[config.mk]
export PLATFORM = sky130hd
export DESIGN_NAME = csrc_channel
export DESIGN_NICKNAME = d
export VERILOG_FILES = /design/src/csrc_pkg.sv /design/src/csrc_channel.sv
export VERILOG_INCLUDE_DIRS = /design/src
export SDC_FILE = /design/constraint.sdc
export NUM_CORES = 1
export LEC_CHECK = 0
export BUFFER_PORTS_ARGS = -buffer_cell sky130_fd_sc_hd__buf_4
export CORE_MARGIN = 3
export CORE_UTILIZATION = 29
export DETAILED_ROUTE_END_ITERATION = 8
export GPL_TIMING_DRIVEN = 0
export SLEW_MARGIN = 20
export SYNTH_ARGS = -nofsm -noshare
export SYNTH_HDL_FRONTEND = slang
export SYNTH_SLANG_ARGS = --single-unit
[constraint.sdc]
create_clock -name clock_in -period 3.5 [get_ports clock_in]
set_input_delay 0.7 -clock clock_in [delete_from_list [all_inputs] [get_ports clock_in]]
set_output_delay 0.7 -clock clock_in [all_outputs]
set_load 0.1 [all_outputs]
[src/csrc_params.svh]
/*
 * constants of the serial channel run-control block: register offsets,
 * field positions, reset values and timing counts.
 * assumes inclusion once per compilation unit by its bare name.
 */
`ifndef CSRC_PARAMS_SVH
`define CSRC_PARAMS_SVH

// register byte offsets (word aligned)
`define CSRC_START_OFS      8'h00
`define CSRC_STOP_OFS       8'h04
`define CSRC_STATUS_OFS     8'h08
`define CSRC_OUT_EN_OFS     8'h0c
`define CSRC_OUT_LEVEL_OFS  8'h10
`define CSRC_CONFIG_OFS     8'h14
`define CSRC_PORT_OFS       8'h18
`define CSRC_TXDATA_OFS     8'h1c
`define CSRC_RXDATA_OFS     8'h20
`define CSRC_IRQ_STAT_OFS   8'h24
`define CSRC_IRQ_MASK_OFS   8'h28
`define CSRC_DIVIDER_OFS    8'h2c

// field positions
`define CSRC_LVL_DATA_BIT   0
`define CSRC_LVL_CLK_BIT    1
`define CSRC_CFG_TX_BIT     0
`define CSRC_CFG_RX_BIT     1
`define CSRC_STAT_BUSY_BIT  1
`define CSRC_IRQ_END_BIT    0

// reset values
`define CSRC_OUT_LEVEL_RST  2'h3
`define CSRC_PORT_RST       2'h3
`define CSRC_DIVIDER_RST    8'h03

// frame length in bits
`define CSRC_FRAME_BITS     8

// answer to an unmapped read
`define CSRC_UNMAPPED_DATA  32'h0000_0000

`endif

[src/csrc_pkg.sv]
/*
 * types of the serial channel run-control block.
 * assumes csrc_params.svh is available on the include path.
 */
package csrc_pkg;

    // transfer direction decoded from the two enable bits
    typedef enum logic [1:0] {
        CSRC_DIR_OFF,
        CSRC_DIR_TX,
        CSRC_DIR_RX,
        CSRC_DIR_TRX
    } csrc_dir_e;

    // avalon-mm request from the master
    typedef struct packed {
        logic [7:0]  address;
        logic        read;
        logic        write;
        logic [31:0] writedata;
        logic [3:0]  byteenable;
    } csrc_req_s;

    // avalon-mm answer to the master
    typedef struct packed {
        logic [31:0] readdata;
        logic        waitrequest;
    } csrc_rsp_s;

    // serial pins towards the memory
    typedef struct packed {
        logic sck;
        logic sdo;
    } csrc_pins_s;

endpackage

[src/csrc_channel.sv]
/*
 * one channel of a clocked three-wire serial unit, single master, with
 * run/stop control, pin hand-over to the port latch, and an avalon-mm slave.
 * assumes one 125 mhz clock; serial input sdi arrives from outside the
 * domain and is synchronised; the avalon master holds requests until
 * waitrequest is seen low.
 */
//
// Behaviour
// - stop trigger write clears enable status, halts clock, enters stopped state
// - while stopped, clock pin shows the clock output level bit AND the clock port latch bit
// - output enable zero: data pin shows the data output level bit AND the data port latch bit
// - while stopped with output enable zero, each pin is level bit AND port latch bit
// - start trigger write sets enable status; the serial clock runs only once a transmit data write starts a frame
// - output enable one: data pin carries shifted serial data
// - tx and rx both one is full duplex; both zero disables communication
// - level register writes ignored while enable status and output enable are one
// - tx one with rx zero is transmit-only operation (receive still shifts sdi into rx_data, as in full duplex)
// - frames are eight bits, most significant bit first
`timescale 1ns/1ps
`include "csrc_params.svh"

module csrc_channel #(
    parameter int FRAME_BITS = `CSRC_FRAME_BITS
) (
    // clock and reset
    input  wire logic               clock_in,
    input  wire logic               nrst_in,
    // avalon-mm slave
    input  wire csrc_pkg::csrc_req_s avs_req_in,
    output csrc_pkg::csrc_rsp_s      avs_rsp_out,
    // serial pins
    output csrc_pkg::csrc_pins_s     pins_out,
    input  wire logic               sdi_in,
    // interrupt
    output logic                    irq_out
);
    import csrc_pkg::*;

    ////////////////////////////////////////////////////////////////////////
    // state
    logic                 enabled;      // channel enable status
    logic                 out_en;       // serial output enable
    logic [1:0]           out_level;    // {clock level, data level}
    logic [1:0]           port_latch;   // {clock latch, data latch}
    logic [1:0]           cfg;          // {rx enable, tx enable}
    logic [7:0]           divider;
    logic [7:0]           div_cnt;
    logic [FRAME_BITS-1:0] shift_tx;
    logic [FRAME_BITS-1:0] shift_rx;
    logic [FRAME_BITS-1:0] rx_data;
    logic [3:0]           bit_cnt;
    logic                 busy;
    logic                 sck;
    logic                 sdo;
    logic                 irq_stat;
    logic                 irq_mask;
    logic                 rsp_valid;
    logic [31:0]          rdata;
    logic                 sdi_meta;
    logic                 sdi_sync;

    logic                 next_enabled;
    logic                 next_out_en;
    logic [1:0]           next_out_level;
    logic [1:0]           next_port_latch;
    logic [1:0]           next_cfg;
    logic [7:0]           next_divider;
    logic [7:0]           next_div_cnt;
    logic [FRAME_BITS-1:0] next_shift_tx;
    logic [FRAME_BITS-1:0] next_shift_rx;
    logic [FRAME_BITS-1:0] next_rx_data;
    logic [3:0]           next_bit_cnt;
    logic                 next_busy;
    logic                 next_sck;
    logic                 next_sdo;
    logic                 next_irq_stat;
    logic                 next_irq_mask;
    logic                 next_rsp_valid;
    logic [31:0]          next_rdata;

    csrc_dir_e            dir;
    logic                 wr;
    logic                 rd;
    logic                 frame_end;
    logic                 tick;

    ////////////////////////////////////////////////////////////////////////
    // direction decode
    always_comb begin
        unique case (cfg)
            2'h3:    dir = CSRC_DIR_TRX;
            2'h1:    dir = CSRC_DIR_TX;
            2'h2:    dir = CSRC_DIR_RX;
            default: dir = CSRC_DIR_OFF;
        endcase
    end

    // one-cycle waitrequest: request accepted the cycle after it appears;
    // read data load in the first cycle so they stand at the accepting edge
    assign wr = avs_req_in.write & rsp_valid;
    assign rd = avs_req_in.read & ~rsp_valid;
    assign tick = (div_cnt == divider);
    // frame ends at the last rising serial clock edge, once the last bit is sampled
    assign frame_end = busy & tick & ~sck & (bit_cnt == 4'(FRAME_BITS - 1));

    ////////////////////////////////////////////////////////////////////////
    // sdi synchroniser
    always_ff @(posedge clock_in) begin
        if (!nrst_in) begin
            sdi_meta <= 1'b0;
            sdi_sync <= 1'b0;
        end else begin
            sdi_meta <= sdi_in;
            sdi_sync <= sdi_meta;
        end
    end

    ////////////////////////////////////////////////////////////////////////
    // register file, run control and shifter next values
    always_comb begin
        next_enabled    = enabled;
        next_out_en     = out_en;
        next_out_level  = out_level;
        next_port_latch = port_latch;
        next_cfg        = cfg;
        next_divider    = divider;
        next_div_cnt    = div_cnt;
        next_shift_tx   = shift_tx;
        next_shift_rx   = shift_rx;
        next_rx_data    = rx_data;
        next_bit_cnt    = bit_cnt;
        next_busy       = busy;
        next_sck        = sck;
        next_sdo        = sdo;
        next_irq_stat   = irq_stat;
        next_irq_mask   = irq_mask;
        next_rsp_valid  = (avs_req_in.read | avs_req_in.write) & ~rsp_valid;
        next_rdata      = rdata;

        // serial engine: one half bit per divider period, clock idles high
        if (busy) begin
            next_div_cnt = tick ? 8'h00 : div_cnt + 8'h01;
            if (tick) begin
                next_sck = ~sck;
                if (sck) begin
                    // falling edge: drive next data bit
                    next_sdo = (dir != CSRC_DIR_RX) ? shift_tx[FRAME_BITS-1] : 1'b1;
                    next_shift_tx = {shift_tx[FRAME_BITS-2:0], 1'b0};
                end else begin
                    // rising edge: sample, count bits
                    next_shift_rx = {shift_rx[FRAME_BITS-2:0], sdi_sync};
                    next_bit_cnt  = bit_cnt + 4'h1;
                    if (bit_cnt == 4'(FRAME_BITS - 1)) begin
                        next_busy    = 1'b0;
                        next_bit_cnt = 4'h0;
                        next_rx_data = {shift_rx[FRAME_BITS-2:0], sdi_sync};
                    end
                end
            end
        end

        if (wr) begin
            unique case (avs_req_in.address)
                `CSRC_START_OFS: begin
                    if (avs_req_in.writedata[0])
                        next_enabled = 1'b1;
                end
                `CSRC_STOP_OFS: begin
                    if (avs_req_in.writedata[0]) begin
                        next_enabled = 1'b0;
                        next_busy    = 1'b0;
                        next_sck     = 1'b1;
                        next_bit_cnt = 4'h0;
                        next_div_cnt = 8'h00;
                    end
                end
                `CSRC_OUT_EN_OFS:    next_out_en = avs_req_in.writedata[0];
                `CSRC_OUT_LEVEL_OFS: begin
                    if (!(enabled && out_en))
                        next_out_level = avs_req_in.writedata[1:0];
                end
                `CSRC_CONFIG_OFS: begin
                    if (!enabled)
                        next_cfg = avs_req_in.writedata[1:0];
                end
                `CSRC_PORT_OFS:      next_port_latch = avs_req_in.writedata[1:0];
                `CSRC_DIVIDER_OFS: begin
                    if (!enabled)
                        next_divider = avs_req_in.writedata[7:0];
                end
                `CSRC_TXDATA_OFS: begin
                    // a frame starts only on an enabled channel with a direction
                    if (enabled && !busy && dir != CSRC_DIR_OFF) begin
                        next_shift_tx = avs_req_in.writedata[FRAME_BITS-1:0];
                        next_busy     = 1'b1;
                        next_sck      = 1'b1;
                        next_div_cnt  = 8'h00;
                        next_sdo      = (dir != CSRC_DIR_RX) ?
                                        avs_req_in.writedata[FRAME_BITS-1] : 1'b1;
                    end
                end
                `CSRC_IRQ_STAT_OFS: begin
                    if (avs_req_in.writedata[`CSRC_IRQ_END_BIT])
                        next_irq_stat = 1'b0;
                end
                `CSRC_IRQ_MASK_OFS:  next_irq_mask = avs_req_in.writedata[0];
                default: ;
            endcase
        end

        // set wins over clear
        if (frame_end)
            next_irq_stat = 1'b1;

        if (rd) begin
            unique case (avs_req_in.address)
                `CSRC_STATUS_OFS:    next_rdata = {30'h0, busy, enabled};
                `CSRC_OUT_EN_OFS:    next_rdata = {31'h0, out_en};
                `CSRC_OUT_LEVEL_OFS: next_rdata = {30'h0, out_level};
                `CSRC_CONFIG_OFS:    next_rdata = {30'h0, cfg};
                `CSRC_PORT_OFS:      next_rdata = {30'h0, port_latch};
                `CSRC_DIVIDER_OFS:   next_rdata = {24'h0, divider};
                `CSRC_RXDATA_OFS:    next_rdata = {{(32-FRAME_BITS){1'b0}}, rx_data};
                `CSRC_IRQ_STAT_OFS:  next_rdata = {31'h0, irq_stat};
                `CSRC_IRQ_MASK_OFS:  next_rdata = {31'h0, irq_mask};
                default:             next_rdata = `CSRC_UNMAPPED_DATA;
            endcase
        end
    end

    // register all state
    always_ff @(posedge clock_in) begin
        if (!nrst_in) begin
            enabled    <= 1'b0;
            out_en     <= 1'b0;
            out_level  <= `CSRC_OUT_LEVEL_RST;
            port_latch <= `CSRC_PORT_RST;
            cfg        <= 2'h0;
            divider    <= `CSRC_DIVIDER_RST;
            div_cnt    <= 8'h00;
            shift_tx   <= '0;
            shift_rx   <= '0;
            rx_data    <= '0;
            bit_cnt    <= 4'h0;
            busy       <= 1'b0;
            sck        <= 1'b1;
            sdo        <= 1'b1;
            irq_stat   <= 1'b0;
            irq_mask   <= 1'b0;
            rsp_valid  <= 1'b0;
            rdata      <= 32'h0;
        end else begin
            enabled    <= next_enabled;
            out_en     <= next_out_en;
            out_level  <= next_out_level;
            port_latch <= next_port_latch;
            cfg        <= next_cfg;
            divider    <= next_divider;
            div_cnt    <= next_div_cnt;
            shift_tx   <= next_shift_tx;
            shift_rx   <= next_shift_rx;
            rx_data    <= next_rx_data;
            bit_cnt    <= next_bit_cnt;
            busy       <= next_busy;
            sck        <= next_sck;
            sdo        <= next_sdo;
            irq_stat   <= next_irq_stat;
            irq_mask   <= next_irq_mask;
            rsp_valid  <= next_rsp_valid;
            rdata      <= next_rdata;
        end
    end

    ////////////////////////////////////////////////////////////////////////
    // pin multiplexing between serial function and port
    always_comb begin
        if (enabled)
            pins_out.sck = sck;
        else
            pins_out.sck = out_level[`CSRC_LVL_CLK_BIT]
                         & port_latch[`CSRC_LVL_CLK_BIT];
        if (out_en)
            pins_out.sdo = sdo;
        else
            pins_out.sdo = out_level[`CSRC_LVL_DATA_BIT]
                         & port_latch[`CSRC_LVL_DATA_BIT];
    end

    // bus answer and interrupt
    assign avs_rsp_out.waitrequest = (avs_req_in.read | avs_req_in.write) & ~rsp_valid;
    assign avs_rsp_out.readdata    = rdata;
    assign irq_out                 = irq_stat & irq_mask;

endmodule

# [Word level (Yosys, flattened, before mapping)]
# Index checks and enable logic that the tools add are counted.
[totals] register_bits=91 inputBits=49
[classes] n_mux=51 reduce_logical=20 n_eq_ne=19 n_addsub=2 bitwise_logic=14
[ops] op="$mux W8" count=11
[ops] op="$pmux W8 S9" count=1
[ops] op="$eq A8 B5 Y1 const B" count=4
[ops] op="$eq A8 B6 Y1 const B" count=4
[ops] op="$mux W4" count=7
[ops] op="$mux W1" count=27
[ops] op="$eq A8 B4 Y1 const B" count=2
[ops] op="$pmux W8 S2" count=1
[ops] op="$reduce_and A3 Y1" count=5
[ops] op="$reduce_bool A2 Y1" count=5
[ops] op="$and A1 B1 Y1" count=9
[ops] op="$add A8 B1 Y8 const B" count=1
[ops] op="$eq A8 B3 Y1 const B" count=1
[ops] op="$eq A8 B8 Y1" count=1
[ops] op="$logic_not A8 Y1" count=1
[ops] op="$reduce_and A4 Y1" count=2
[ops] op="$ne A2 B2 Y1 const B" count=3
[ops] op="$pmux W1 S2" count=3
[ops] op="$pmux W2 S3" count=1
[ops] op="$reduce_and A2 Y1" count=3
[ops] op="$add A4 B1 Y4 const B" count=1
[ops] op="$eq A2 B2 Y1 const B" count=2
[ops] op="$eq A4 B3 Y1 const B" count=1
[ops] op="$not A1 Y1" count=4
[ops] op="other kinds (4)" count=6

# [Longest topological paths before layout]
[logic_depth] word_depth=10 mapped_depth=8 ltp_nobuf=6

# [Worst setup path after synthesis]
# Ideal clock, no wire load.
[synth_timing] path_type="reg-to-output" start="register enabled" end="output pins_out[1] in the netlist's numbering" path_stages_with_launch=3 arrival_time_ps=2608 n_path_buf=1 slack_ps=192 path_cell_list="dfxtp_1 > clkbuf_1 > o21ai_0"
[synth_rtl] element="from (decl)" line_no="csrc_channel.sv:42" source="logic enabled;"
[synth_rtl] element="from (signal assigned)" line_no="csrc_channel.sv:254" source="enabled <= next_enabled;"
[synth_rtl] element="to (decl)" line_no="csrc_channel.sv:33" source="output csrc_pkg::csrc_pins_s pins_out,"

# [Worst setup path after layout]
[layout_timing] start="input avs_req_in[43] in the netlist's numbering" end="register shift_tx[5]"
[layout_between] elab_chain_len=3
[layout_lines] element="from (decl)" line_no="csrc_channel.sv:30" source="input wire csrc_pkg::csrc_req_s avs_req_in,"
[layout_lines] element="$eq A8 B5 Y1" line_no="csrc_channel.sv:164" source="unique case (avs_req_in.address)"
[layout_lines] element="$mux W8" line_no="csrc_channel.sv:164"
[layout_lines] element="$mux W8" line_no="csrc_channel.sv:163" source="if (wr) begin"
[layout_lines] element="to (signal assigned)" line_no="csrc_channel.sv:261" source="shift_tx <= next_shift_tx;"
[layout_lines] element="to (decl)" line_no="csrc_channel.sv:49" source="logic [FRAME_BITS-1:0] shift_tx;"
# No other way between the ends.
# A chain may end at the register's enable or synchronous reset.

==> impl_metrics.yaml <==
yosys:
  synthArstFlopShare_pct: 0
  netlist.area_leader.share_pct: 40.0
  yosys_register_bits: 67
  ys_warn_count: 0
  synth_area_per_cell_sq_um: 8.65
  synth.distinct_cells: 48
  synth-main-ff-cell: "dfxtp_1"
  yosys.area.top_type: "dfxtp_1"
  syn_area_sq_um: 3360
  synth_cells: 388
  ys_seq_area_share_pct: 40.0
  synth_edf_count: 0
  synth_area_leaders: "dfxtp_1 (40%), mux2i_1 (7.5%), buf_4 (5.6%), nand2_1 (4.9%), nand3_1 (4.6%)"
timing:
  worst_pin_slew_ns: 0.972
  finalCriticalPeriod_ns: 2.41
  max_freq_mhz: 415
  finalClockSkew_ns: 0.00686
  relSlewSlack_pct: 34.3
  final-setup-viol-count: 0
  rsz0062_at_grt: "false"
  finalHoldViolCount: 0
  min_period_over_period_pct: 68.8
  setup_tns_ns: 0
  maxSlewViolCount: 0
drt:
  vias_per_cell: 4.84
  routed_wl_microns: 8220
  vias: 2892
  drt_iter0_drc: 221
  drt-pass1-iter-count: 5
  drc: 0
  wl_per_cell_microns: 13.8
  ant_nets: 0
power:
  clock_power_share_pct: 48.6
  p_int_mw: 1.44
  p_per_area_nw_per_um2: 465
  p_comb_share_pct: 11.7
  leakage_nw: 1.62
  irDropWorstVdd_mv: 0.263
  pwr-share-seq_pct: 39.7
  power.total_mw: 1.93
  switching_share_pct: 25.5
  power_switching_mw: 0.492
die:
  core_sq_um: 11100
  dieArea_sq_um: 12900
  ioPinCount: 85
  die_h_microns: 114
  die_w_microns: 114
  row_count: 38
  initial_utilization_pct: 30.3
grt:
  grt_pass1_wl_microns: 13300
  antenna_found_initial: 0
  grt_max_degree: 12
  grt_pass1_vias: 2724
  track_usage_pct: 12.9
  overflow: 0
worst_setup_path:
  worstPathRequired_ns: 3.69
  cpMostUsedCell: "clkbuf_1"
  cpPeakStageDelay_ns: 0.47
  critPathMaxFanout: 10
  critPathArrivalTime_ns: 2.60
  crit_chain: "buf_4, nor4b_4, nand2_1, or3_1, clkbuf_1, clkbuf_1, o21ai_1, a21oi_1"
  cp-start-kind: "input pin"
  crit_type: "in2reg"
  crit_path_top_delay_cell: "nor4b_4"
  crit_path_end_kind: "register"
clock_tree:
  clock-sinks: 67
  clockBufferDepth: 2
  cts-root-buf: "clkbuf_16"
  cts_made_buffers: 9
  clkSlewWorstSetupHoldPaths_ns: 0.05
  cts_setup_buffers: 0
  clk_latency_ns: 0.32
  tritoncts: "done"
  h-tree-depth: 3
  hold_buffers: 0
  ctsResizeCount: 0
finish:
  fin_area_sq_um: 4150
  fin_nets: 503
  synthToLayoutAreaGrowth_pct: 23.7
  layout_common_cells: "dfxtp_1 (67), buf_4 (55), nand2_1 (44)"
  drive_above_1_share_pct: 17.3
  layout_commonest_cell: "dfxtp_1"
  fillers: 1119
  antenna_cells: 0
worst_hold_path:
  hold_path_class: "reg2reg"
place:
  hpwl_microns: 6240
  dpl_cell_area_sq_um: 3840
  gp_congestion: 0.844
  numPortBuffers: 30
outcome:
  status: "finished clean"
flow_run:
  max_cap_violations: 0
==> cell usage after synthesis, types with 3 or more instances <==
master / number
nor2b_1: 18
xor2_1: 13
a21boi_1: 10
dfxtp_1: 67
clkbuf_1: 15
mux2i_1: 25
o21ai_0: 11
buf_4: 25
nor3_1: 12
buf_2: 4
a21oi_1: 18
nor4_1: 3
nand4_1: 4
nor2_1: 22
a22oi_1: 8
o21ai_1: 10
o31ai_1: 4
nand3_1: 31
nand2_1: 44
and2_1: 6
==> cells by family after synthesis <==
group / synth area share, %
simple gates: 25.4
compound gates: 14.0
flops: 40.0
buf+inv: 8.09
mux: 7.79
xor+xnor: 3.91
fa+ha+maj: 0.745
other cells: 0.112
==> registers in the layout, summed over array words and instances (netlist names), 4 cells and up <==
name      cells
rdata         8
bit_cnt       4
rx_data       8
shift_tx      8
shift_rx      7
divider       8
div_cnt       8
==> power groups by stage <==
stage | sequential [mW] | clock [mW] | combinational [mW]
5_1_grt | 0.766 | 0.994 | 0.236
4_1_cts | 0.766 | 0.960 | 0.225
3_3_place_gp | 0.783 | 0 | 0.224
2_1_floorplan | 0.782 | 0 | 0.181
3_5_place_dp | 0.783 | 0 | 0.224
6_report | 0.766 | 0.938 | 0.226
==> layer usage <==
metal / vias up / share of wire [%] / global-route usage [%]
li1: 1457 / - / -
met1: 1321 / 48 / 17.6
met2: 102 / 43 / 19.5
met3: 12 / 7.4 / 3.34
met4: 0 / 1.5 / 4.89
met5: - / 0 / 0
==> cell type report <==
| type | count | area (sq um) | area share, % |
|---|---|---|---|
| multi-input combinational | 298 | 1830 | 44.1 |
| sequential | 67 | 1340 | 32.3 |
| buffer | 44 | 264 | 6.36 |
| clock buffer | 11 | 233 | 5.60 |
| timing repair buffer | 30 | 225 | 5.42 |
| tap | 140 | 175 | 4.22 |
| clock inverter | 5 | 77.6 | 1.87 |
| inverter | 2 | 7.51 | 0.181 |
==> critical path: cells and delay by family <==
kind	cells	cell delay, ns
and+or+nand+nor	3	1.03
AOI/OAI and AO/OA	2	0.24
buffers and inverters	3	0.62
==> worst paths after layout <==
path                       start          end  slack (ns)  cells after the start
hold / removal          sdi_meta     sdi_sync        0.43                      1
setup / recovery  avs_req_in[43]  shift_tx[5]        1.09                      8
hold reg to reg         sdi_meta     sdi_sync        0.43                      1
setup reg to reg         enabled  shift_tx[5]        1.34                      7
==> stage by stage <==
| step | instances | setup WS, ns | util (%) | hold slack (ns) |
|---|---|---|---|---|
| floorplan | 411 | 0.192 | - | 0.412 |
| global placement | 581 | 0.779 | 34.7 | 0.418 |
| detailed placement | 581 | 0.783 | 34.7 | 0.421 |
| CTS | 597 | 1.14 | 37.5 | 0.433 |
| global route | 597 | 0.972 | 37.5 | 0.454 |
| finish | 597 | 1.09 | 37.5 | 0.431 |
(Power assumes the default switching activity.)
